`src/hdl/dclf_pkg.sv`:
```
// Package for the data cache line fill block.
// Assumes a single clock domain and an APB register bus.
package dclf_pkg;
	// ----------------------------------------
	// Register offsets (byte addresses)
	// ----------------------------------------
	localparam logic [7:0] OFS_CTRL = 8'h00;
	localparam logic [7:0] OFS_STATUS = 8'h04;
	localparam logic [7:0] OFS_MISS_ADDR = 8'h08;
	localparam logic [7:0] OFS_FILL_DATA = 8'h0c;
	localparam logic [7:0] OFS_CONFIG = 8'h10;
	// ----------------------------------------
	// Field positions
	// ----------------------------------------
	localparam int CTRL_START_BIT = 0;
	localparam int CTRL_BURST_BIT = 1;
	localparam int STATUS_BUSY_BIT = 0;
	localparam int STATUS_DONE_BIT = 1;
	// ----------------------------------------
	// Reset values and limits
	// ----------------------------------------
	localparam logic [31:0] CTRL_RESET = 32'h0000_0000;
	localparam int CACHE_MIN_BYTES = 512;
	localparam int CACHE_MAX_BYTES = 65536;
	localparam int WORD_BYTES = 4;
	localparam int LINE_WORDS_MAX = 8;
	typedef enum {ST_IDLE, ST_REQ, ST_BEAT} dclf_state_t;
endpackage

```
`src/hdl/dclf_top.sv`:
```
// Data cache line fill engine with APB control and a word-wide fill bus master.
// Assumes the memory slave answers with a valid strobe per word, same clock.
//
// Overview of operation
// - Cache size parameter, 512 B to 64 KB
// - Line length is 4, 16 or 32
// - No cache and a coupled port: data port may vanish
// - Optional burst line fills
// - Four-byte lines always use single transfers
// - Burst of 4 or 8 words
// - Fill starts at line-aligned base, ascending
// - Zero to four tightly coupled ports
`timescale 1ns/1ns
`default_nettype none
module dclf_top #(
	parameter int CACHE_BYTES = 4096,
	parameter int LINE_BYTES = 32,
	parameter bit BURST_EN = 1'b1,
	parameter bit OMIT_DATA_MASTER = 1'b0,
	parameter int TC_PORT_COUNT = 1
) (
	input wire logic CLOCK_IN,
	input wire logic RSTN_IN,
	input wire logic PSEL_IN,
	input wire logic PENABLE_IN,
	input wire logic PWRITE_IN,
	input wire logic [7:0] PADDR_IN,
	input wire logic [31:0] PWDATA_IN,
	output logic [31:0] PRDATA_OUT,
	output logic PREADY_OUT,
	output logic PSLVERR_OUT,
	output logic MEM_REQ_OUT,
	output logic [31:0] MEM_ADDR_OUT,
	output logic [3:0] MEM_BURST_LEN_OUT,
	input wire logic MEM_ACK_IN,
	input wire logic MEM_VALID_IN,
	input wire logic [31:0] MEM_RDATA_IN
);
	// ----------------------------------------
	// Build-time checks
	// ----------------------------------------
	localparam int LINE_WORDS = LINE_BYTES / dclf_pkg::WORD_BYTES;
	localparam bit USE_BURST = BURST_EN && (LINE_BYTES > dclf_pkg::WORD_BYTES);
	localparam logic [3:0] BEAT_LEN = USE_BURST ? 4'(LINE_WORDS) : 4'h1;
	localparam logic [31:0] LINE_MASK = ~32'(LINE_BYTES - 1);
	initial begin
		if (CACHE_BYTES != 0 && (CACHE_BYTES < dclf_pkg::CACHE_MIN_BYTES ||
			CACHE_BYTES > dclf_pkg::CACHE_MAX_BYTES)) begin
			$error("Bad cache size");
		end
		if (LINE_BYTES != 4 && LINE_BYTES != 16 && LINE_BYTES != 32) begin
			$error("Bad line size");
		end
		if (TC_PORT_COUNT < 0 || TC_PORT_COUNT > 4) begin
			$error("Bad port count");
		end
		if (OMIT_DATA_MASTER && (CACHE_BYTES != 0 || TC_PORT_COUNT < 1)) begin
			$error("Omitted master needs no cache and a coupled port");
		end
	end
	// ----------------------------------------
	// State
	// ----------------------------------------
	dclf_pkg::dclf_state_t state_reg, state_next;
	logic burst_reg, burst_next;
	logic done_reg, done_next;
	logic [31:0] miss_reg, miss_next;
	logic [31:0] addr_reg, addr_next;
	logic [2:0] slot_reg, slot_next;
	logic [2:0] left_reg, left_next;
	logic [31:0] line_reg [dclf_pkg::LINE_WORDS_MAX];
	logic [31:0] line_next [dclf_pkg::LINE_WORDS_MAX];
	logic [2:0] rd_sel_reg, rd_sel_next;
	logic [31:0] prdata_reg, prdata_next;
	logic pready_reg, pready_next;
	logic pslverr_reg, pslverr_next;
	logic req_reg, req_next;
	logic [3:0] blen_reg, blen_next;
	logic setup;
	logic start;

	assign setup = PSEL_IN && !PENABLE_IN && !pready_reg;
	assign start = setup && PWRITE_IN && PADDR_IN == dclf_pkg::OFS_CTRL &&
		PWDATA_IN[dclf_pkg::CTRL_START_BIT] && !OMIT_DATA_MASTER;

	// ----------------------------------------
	// Bus slave and fill sequencer
	// ----------------------------------------
	always_comb begin
		state_next = state_reg;
		burst_next = burst_reg;
		done_next = done_reg;
		miss_next = miss_reg;
		addr_next = addr_reg;
		slot_next = slot_reg;
		left_next = left_reg;
		line_next = line_reg;
		rd_sel_next = rd_sel_reg;
		prdata_next = prdata_reg;
		pready_next = 1'b0;
		pslverr_next = 1'b0;
		req_next = req_reg;
		blen_next = blen_reg;
		if (setup) begin
			pready_next = 1'b1;
			prdata_next = 32'h0000_0000;
			unique case (PADDR_IN)
				dclf_pkg::OFS_CTRL: begin
					if (PWRITE_IN) begin
						burst_next = PWDATA_IN[dclf_pkg::CTRL_BURST_BIT];
					end
					prdata_next[dclf_pkg::CTRL_BURST_BIT] = burst_reg;
				end
				dclf_pkg::OFS_STATUS: begin
					prdata_next[dclf_pkg::STATUS_BUSY_BIT] = state_reg != dclf_pkg::ST_IDLE;
					prdata_next[dclf_pkg::STATUS_DONE_BIT] = done_reg;
					prdata_next[6:4] = slot_reg;
				end
				dclf_pkg::OFS_MISS_ADDR: begin
					if (PWRITE_IN && state_reg == dclf_pkg::ST_IDLE) begin
						miss_next = PWDATA_IN;
					end
					prdata_next = miss_reg;
				end
				dclf_pkg::OFS_FILL_DATA: begin
					if (PWRITE_IN) begin
						rd_sel_next = PWDATA_IN[2:0];
					end
					prdata_next = line_reg[rd_sel_reg];
				end
				dclf_pkg::OFS_CONFIG: begin
					prdata_next = {12'h000, 4'(TC_PORT_COUNT), BEAT_LEN,
						6'(LINE_BYTES), 6'(CACHE_BYTES >> 10)};
				end
				default: pslverr_next = 1'b1;
			endcase
		end
		unique case (state_reg)
			dclf_pkg::ST_IDLE: begin
				if (start) begin
					done_next = 1'b0;
					state_next = dclf_pkg::ST_REQ;
					slot_next = 3'h0;
					req_next = 1'b1;
					if (burst_next && USE_BURST) begin
						addr_next = miss_reg & LINE_MASK;
						blen_next = BEAT_LEN;
						left_next = 3'(LINE_WORDS - 1);
					end else begin
						addr_next = miss_reg & LINE_MASK;
						blen_next = 4'h1;
						left_next = 3'(LINE_WORDS - 1);
					end
				end
			end
			dclf_pkg::ST_REQ: begin
				if (MEM_ACK_IN) begin
					req_next = 1'b0;
					state_next = dclf_pkg::ST_BEAT;
				end
			end
			dclf_pkg::ST_BEAT: begin
				if (MEM_VALID_IN) begin
					line_next[slot_reg] = MEM_RDATA_IN;
					slot_next = slot_reg + 3'h1;
					addr_next = addr_reg + 32'h4;
					if (left_reg == 3'h0) begin
						state_next = dclf_pkg::ST_IDLE;
						done_next = 1'b1;
					end else begin
						left_next = left_reg - 3'h1;
						if (blen_reg == 4'h1) begin
							state_next = dclf_pkg::ST_REQ;
							req_next = 1'b1;
						end
					end
				end
			end
		endcase
	end

	always_ff @(posedge CLOCK_IN) begin
		if (!RSTN_IN) begin
			state_reg <= dclf_pkg::ST_IDLE;
			burst_reg <= dclf_pkg::CTRL_RESET[dclf_pkg::CTRL_BURST_BIT];
			done_reg <= 1'b0;
			miss_reg <= 32'h0000_0000;
			addr_reg <= 32'h0000_0000;
			slot_reg <= 3'h0;
			left_reg <= 3'h0;
			for (int i = 0; i < dclf_pkg::LINE_WORDS_MAX; i++) begin
				line_reg[i] <= 32'h0000_0000;
			end
			rd_sel_reg <= 3'h0;
			prdata_reg <= 32'h0000_0000;
			pready_reg <= 1'b0;
			pslverr_reg <= 1'b0;
			req_reg <= 1'b0;
			blen_reg <= 4'h1;
		end else begin
			state_reg <= state_next;
			burst_reg <= burst_next;
			done_reg <= done_next;
			miss_reg <= miss_next;
			addr_reg <= addr_next;
			slot_reg <= slot_next;
			left_reg <= left_next;
			line_reg <= line_next;
			rd_sel_reg <= rd_sel_next;
			prdata_reg <= prdata_next;
			pready_reg <= pready_next;
			pslverr_reg <= pslverr_next;
			req_reg <= req_next;
			blen_reg <= blen_next;
		end
	end

	assign PRDATA_OUT = prdata_reg;
	assign PREADY_OUT = pready_reg;
	assign PSLVERR_OUT = pslverr_reg;
	assign MEM_REQ_OUT = req_reg;
	assign MEM_ADDR_OUT = addr_reg;
	assign MEM_BURST_LEN_OUT = blen_reg;
endmodule
`default_nettype wire

```
`config.mk`:
```
export PLATFORM = sky130hd
export DESIGN_NAME = dclf_top
export DESIGN_NICKNAME = d
export VERILOG_FILES = /design/src/hdl/dclf_pkg.sv /design/src/hdl/dclf_top.sv
export SDC_FILE = /design/constraint.sdc
export NUM_CORES = 1
export LEC_CHECK = 0
export BUFFER_PORTS_ARGS = -buffer_cell sky130_fd_sc_hd__buf_2
export CORE_ASPECT_RATIO = 1.5
export CORE_MARGIN = 4
export CORE_UTILIZATION = 40
export DETAILED_ROUTE_END_ITERATION = 10
export PLACE_DENSITY_LB_ADDON = 0.2
export SLEW_MARGIN = 20
export SYNTH_ARGS = -nofsm -noshare
export SYNTH_HDL_FRONTEND = slang
export SYNTH_SLANG_ARGS = --single-unit
```
`constraint.sdc`:
```
create_clock -name CLOCK_IN -period 2.3 [get_ports CLOCK_IN]
set_input_delay 0.46 -clock CLOCK_IN [delete_from_list [all_inputs] [get_ports CLOCK_IN]]
set_output_delay 0.46 -clock CLOCK_IN [all_outputs]
set_load 0.005 [all_outputs]
```
==> impl_metrics.ini, run 1 <==
[outcome]
status = finished, final reports clean

[synth]
yosysWarnings = 0
ys_ff_latch = 368
synth_area_mm2 = 0.0160
synth_flop_cell = dfxtp_1
synth_edf_count = 0
synth_largest_area_cell = dfxtp_1
yosysSeqAreaShare_pct = 45.9
synthCells = 1946
yosys-top-cells-area = dfxtp_1, nand2_1, a21oi_1
syn_area_per_cell_um2 = 8.24
synth_top_area_share_pct = 45.9
ys_types = 62
async_flop_share_pct = 0

[global_routing]
track_usage_pct = 23.0
antenna_found_initial = 5
grt_pass1_wl_mm = 79.2
grt-ovfl-total = 0
grt_pass1_vias = 14000
grt_max_degree = 97

[placed_design]
dpl_cell_area_mm2 = 0.0177
dpl.hpwl_mm = 32.4
dp_slack_ns = -0.0325
gp_congestion = 0.870
portBuffers = 145

[worst_setup_path]
crit_start = MEM_ADDR_OUT[2]$_SDFFE_PN0P_
cp_data_arrival_time_ns = 2.59
worstPathRequired_ns = 2.73
r2r_cells = 7
endpoint = MEM_ADDR_OUT[10]$_SDFFE_PN0P_
r2r_slack_ns = 0.13
reg2reg_from = MEM_ADDR_OUT[2]$_SDFFE_PN0P_
critical_path.startpoint_type = register
cpLargestDelayFamily = simple AND/OR/NAND/NOR gates
setup.worst_path.class = reg -> reg
critical_path_depth = 7
crit_top_cell = buf_4
max_stage_delay_ns = 0.44
path_max_fanout = 5
worstReg2RegEnd = MEM_ADDR_OUT[10]$_SDFFE_PN0P_
cp_num_buf_inv = 2
worstPathCellList = ha_1 -> nand4_1 -> buf_4 -> nor3_1 -> buf_4 -> a21oi_1 -> o221a_2
crit_slowest_cell = dfxtp_1
end_kind = register

[sta]
relSlewSlack_pct = 55.5
hold_viol_final = 0
max_freq_mhz = 462
rsz0062_at_grt = false
setup_viol = 0
period_share_pct = 94.2
worst_pin_slew_ns = 0.661
fin_ws_ns = 0.134
clock_skew_ns = 0.0113
slew_viol_final = 0
finalSetupTns_ns = 0
timing.final.crit_period_ns = 2.17

[power_and_ir_drop]
power_w = 0.0127
p_leak_nw = 6.52
ir_worst_vdd_mv = 0.431
p_per_area_mw_per_mm2 = 673

[clock_tree]
clock_latency_ns = 0.53
clkSinkCount = 368
root_buffer = clkbuf_16
postCtsHoldBufs = 0
clk_path_buf_depth = 3
htreeDepth = 2
numCtsBuffers = 36
tritoncts = built
cts.clk_slew.worst_paths_ns = 0.07
post_cts_buffers = 0
cts_resized = 0

[cells_and_area]
drive_above_1_share_pct = 20.1
largest_reg_flops = 256
final_util_pct = 47.5
final_common_cell = nand2_1
final_area_mm2 = 0.0188
nNetsFinal = 2121
syn_to_final_growth_pct = 17.1
mostFrequentLayoutCells = nand2_1, dfxtp_1, a21oi_1
fillerInstances = 3773
antenna_cells = 0

[detailed_routing]
drc = 0
wl_per_cell_um = 20.0
vias = 14400
drtIter0Drc = 1106
wirelength_mm = 51.3
viasPerCell = 5.60
first_pass_iters = 6
final_antenna_net_count = 0

[min_path]
hp-class = in -> reg
min_from = PWDATA_IN[28]

[floorplanning]
die_w_um = 172
chipHeight_um = 253
initial_utilization_pct = 40.6
coreArea_mm2 = 0.0395
die-area_mm2 = 0.0434
num_rows = 89
io-pin-count = 150

[flow_run]
max_cap_violations = 0
[metal layers]
metal / vias up / track usage (%) / share of wire (%) / routed length (um)
met5: - / 0 / 0.13 / 69
met4: 10 / 8.56 / 3.5 / 1790
met3: 121 / 3.25 / 5.7 / 2900
met2: 471 / 40.3 / 50 / 25600
met1: 6903 / 28.5 / 41 / 20900
li1: 6854 / - / - / -
[Yosys cell counts (6+ instances only)]
cell / count
nand2_1: 634
dfxtp_1: 368
a21oi_1: 332
clkbuf_1: 123
nor2_1: 77
mux4_2: 64
o21ai_0: 50
a221oi_1: 32
mux2_2: 32
clkbuf_2: 29
buf_2: 21
nand3_1: 21
nand4_1: 15
nor3_1: 14
a31oi_1: 12
nor4_1: 12
and3_1: 7
inv_1: 6
mux2i_1: 6
[worst min-delay path by stage]
stage / endpoint / slack (ns) / cells past startpoint
5_1_grt: miss_reg[29]$_SDFFE_PN0P_ / 0.17 / 3
3_5_place_dp: line_reg[141]$_SDFFE_PN0P_ / 0.44 / 2
6_report: miss_reg[28]$_SDFFE_PN0P_ / 0.17 / 3
2_1_floorplan: line_reg[191]$_SDFFE_PN0P_ / 0.43 / 2
3_3_place_gp: line_reg[84]$_SDFFE_PN0P_ / 0.44 / 2
4_1_cts: miss_reg[28]$_SDFFE_PN0P_ / 0.15 / 3
[stage by stage]
step / hold WS, ns / std cells
after global placement: 0.438 / 2500
after detailed placement: 0.445 / 2500
after global routing: 0.168 / 2562
after floorplan: 0.433 / 1949
after CTS: 0.146 / 2562
final: 0.169 / 2562
[power by group]
group	total [W]	switching (W)	internal [W]
clock	0.00580	0.00253	0.00327
combinational	0.000422	0.000288	0.000135
sequential	0.00643	0.0000259	0.00640
total	0.0127	0.00285	0.00981
[final cells by class]
class / count / area [um^2] / share of cell area, %
Tap cell: 500 / 626 / 3.33
Clock inverter: 11 / 91.3 / 0.486
Sequential cell: 368 / 7380 / 39.2
Timing Repair Buffer: 237 / 1720 / 9.13
Inverter: 7 / 33.8 / 0.180
Clock buffer: 51 / 1040 / 5.53
Multi-Input combinational cell: 1388 / 7910 / 42.1
[cell families after synthesis]
family                   share of synthesized area (%)
AND/OR/NAND/NOR                                   20.8
AO/OA/AOI/OAI                                     16.0
flip-flops                                        45.9
buffers and inverters                             5.19
multiplexers                                      11.7
adder cells (fa/ha/maj)                          0.312
XOR/XNOR                                         0.109
other                                           0.0234
[worst min-delay path: cells and delay by family]
kind            cells  cell delay (ns)
simple gates        1             0.04
buf+inv             1             0.09
compound gates      1             0.05
No activity file was read; power rests on OpenSTA's default activity.
==> run 2, diff against run 1 <==
--- a/config.mk
+++ b/config.mk
@@ -9,6 +9,7 @@
 export CORE_ASPECT_RATIO = 1.5
 export CORE_MARGIN = 4
 export CORE_UTILIZATION = 40
+export CTS_BUF_LIST = sky130_fd_sc_hd__clkbuf_4
 export DETAILED_ROUTE_END_ITERATION = 10
 export PLACE_DENSITY_LB_ADDON = 0.2
 export SLEW_MARGIN = 20
==> impl_metrics.ini, run 2 (synthesized netlist as in run 1, its figures left out) <==
[sta]
setup_viol = 0
slew_viol_final = 0
worst_pin_slew_ns = 0.677
max_freq_mhz = 481
timing.final.crit_period_ns = 2.08
clock_skew_ns = 0.0375
whs_ns = 0.0826
hold_viol_final = 0
relSlewSlack_pct = 54.9
fin_ws_ns = 0.221
rsz0062_at_grt = false
period_share_pct = 90.4

[floorplanning]
initial_utilization_pct = 40.6
die_w_um = 172
die-area_mm2 = 0.0434
chipHeight_um = 253
num_rows = 89
io-pin-count = 150
coreArea_mm2 = 0.0395

[cells_and_area]
syn_to_final_growth_pct = 21.0
fillerInstances = 3801
mostFrequentLayoutCells = nand2_1, dfxtp_1, a21oi_1
drive_above_1_share_pct = 22.3
nNetsFinal = 2237
final_area_mm2 = 0.0194
final_util_pct = 49.1
largest_reg_flops = 256
final_common_cell = nand2_1

[detailed_routing]
vias = 14900
wirelength_mm = 51.8
viasPerCell = 5.49
first_pass_iters = 5
drc = 0
final_antenna_net_count = 0
drtIter0Drc = 1098
wl_per_cell_um = 19.1

[outcome]
status = finished, final reports clean

[placed_design]
dpl_cell_area_mm2 = 0.0177
portBuffers = 145
dp_slack_ns = -0.0325
gp_congestion = 0.870
dpl.hpwl_mm = 32.4

[clock_tree]
clkSinkCount = 368
numCtsBuffers = 88
cts.clk_slew.worst_paths_ns = 0.07
clk_path_buf_depth = 3
tritoncts = built
clock_latency_ns = 0.79
cts_resized = 0
htreeDepth = 3
root_buffer = clkbuf_4

[power_and_ir_drop]
clkPwrFrac_pct = 43.4
ir_worst_vdd_mv = 0.276
p_int_w = 0.00934
power_w = 0.0123
combPwrFrac_pct = 4.2
p_leak_nw = 6.86
seqPwrFrac_pct = 52.5
p_sw_share_pct = 23.8
p_per_area_mw_per_mm2 = 632
p_sw_w = 0.00292

[worst_setup_path]
worstPathRequired_ns = 2.96
cpLargestDelayFamily = simple AND/OR/NAND/NOR gates
setup.worst_path.class = reg -> reg
cp_num_buf_inv = 2
crit_slowest_cell = dfxtp_1
critical_path.startpoint_type = register
end_kind = register
cp_data_arrival_time_ns = 2.74
worstPathCellList = ha_1 -> nand4_1 -> buf_4 -> nor3_1 -> buf_4 -> a21oi_1 -> o221a_2
path_max_fanout = 6
max_stage_delay_ns = 0.44
crit_top_cell = buf_4

[global_routing]
antenna_found_initial = 4
grt-ovfl-total = 0
grt_max_degree = 97
grt_pass1_wl_mm = 80.7
track_usage_pct = 23.5
grt_pass1_vias = 14800

[min_path]
hp-class = in -> reg

[flow_run]
max_cap_violations = 0
## run 2: changes by cell type in the layout (fill, tap and decap cells not counted), sizes merged
cell / change
diode: +3
clkinv: +8
clkinvlp: +3
clkbuf: +75
dlygate4sd3: +64
bufinv: +1
inv: -1
## run 2: layout make-up
cell class	instances	area (um^2)	area share, %
Multi-Input combinational cell	1388	7910	40.8
Sequential cell	368	7380	38.0
Timing Repair Buffer	301	2360	12.1
Clock buffer	126	946	4.87
Tap cell	500	626	3.22
Clock inverter	22	151	0.780
Inverter	7	33.8	0.174
Antenna cell	3	7.51	0.0387
## run 2: layer usage
layer  track usage, %  part of all wire (%)
met1             28.2                    41
met2             41.1                    50
met3             3.92                   5.6
met4             9.85                   3.6
met5                0                 0.041
## run 2: metrics by stage
stage | cells | setup TNS [ns]
after floorplan | 1949 | 0
after global placement | 2500 | 0
after detailed placement | 2500 | -0.0577
after CTS | 2712 | 0
after global routing | 2715 | 0
final | 2715 | 0
## run 2: worst paths after layout
| check | startpoint | slack, ns | to | depth (start not counted) |
|---|---|---|---|---|
| min | MEM_ACK_IN | 0.08 | state_reg[0]$_SDFFE_PN0P_ | 3 |
| max | MEM_ADDR_OUT[3]$_SDFFE_PN0P_ | 0.22 | MEM_ADDR_OUT[10]$_SDFFE_PN0P_ | 7 |
| max reg2reg | MEM_ADDR_OUT[3]$_SDFFE_PN0P_ | 0.22 | MEM_ADDR_OUT[10]$_SDFFE_PN0P_ | 7 |
| min reg2reg | line_reg[63]$_SDFFE_PN0P_ | 0.45 | line_reg[63]$_SDFFE_PN0P_ | 2 |
## run 2: power by group through the flow
stage               Clock [W]  Combinational (W)  Sequential (W)
floorplan                   0           0.000239         0.00657
global placement            0           0.000417         0.00657
detailed placement          0           0.000420         0.00657
global route          0.00578           0.000557         0.00643
finish                0.00532           0.000511         0.00643
CTS                   0.00548           0.000510         0.00643
## run 2: tightest hold or removal path: cells and delay by family
kind                   cells  cell delay (ns)
and+or+nand+nor            2             0.26
buffers and inverters      1             0.12
## run 2: what timing repair did
action	4_1_cts	5_1_grt
endpoints found under the hold margin	294	0
buffers inserted	0	0
hold buffers	64	0
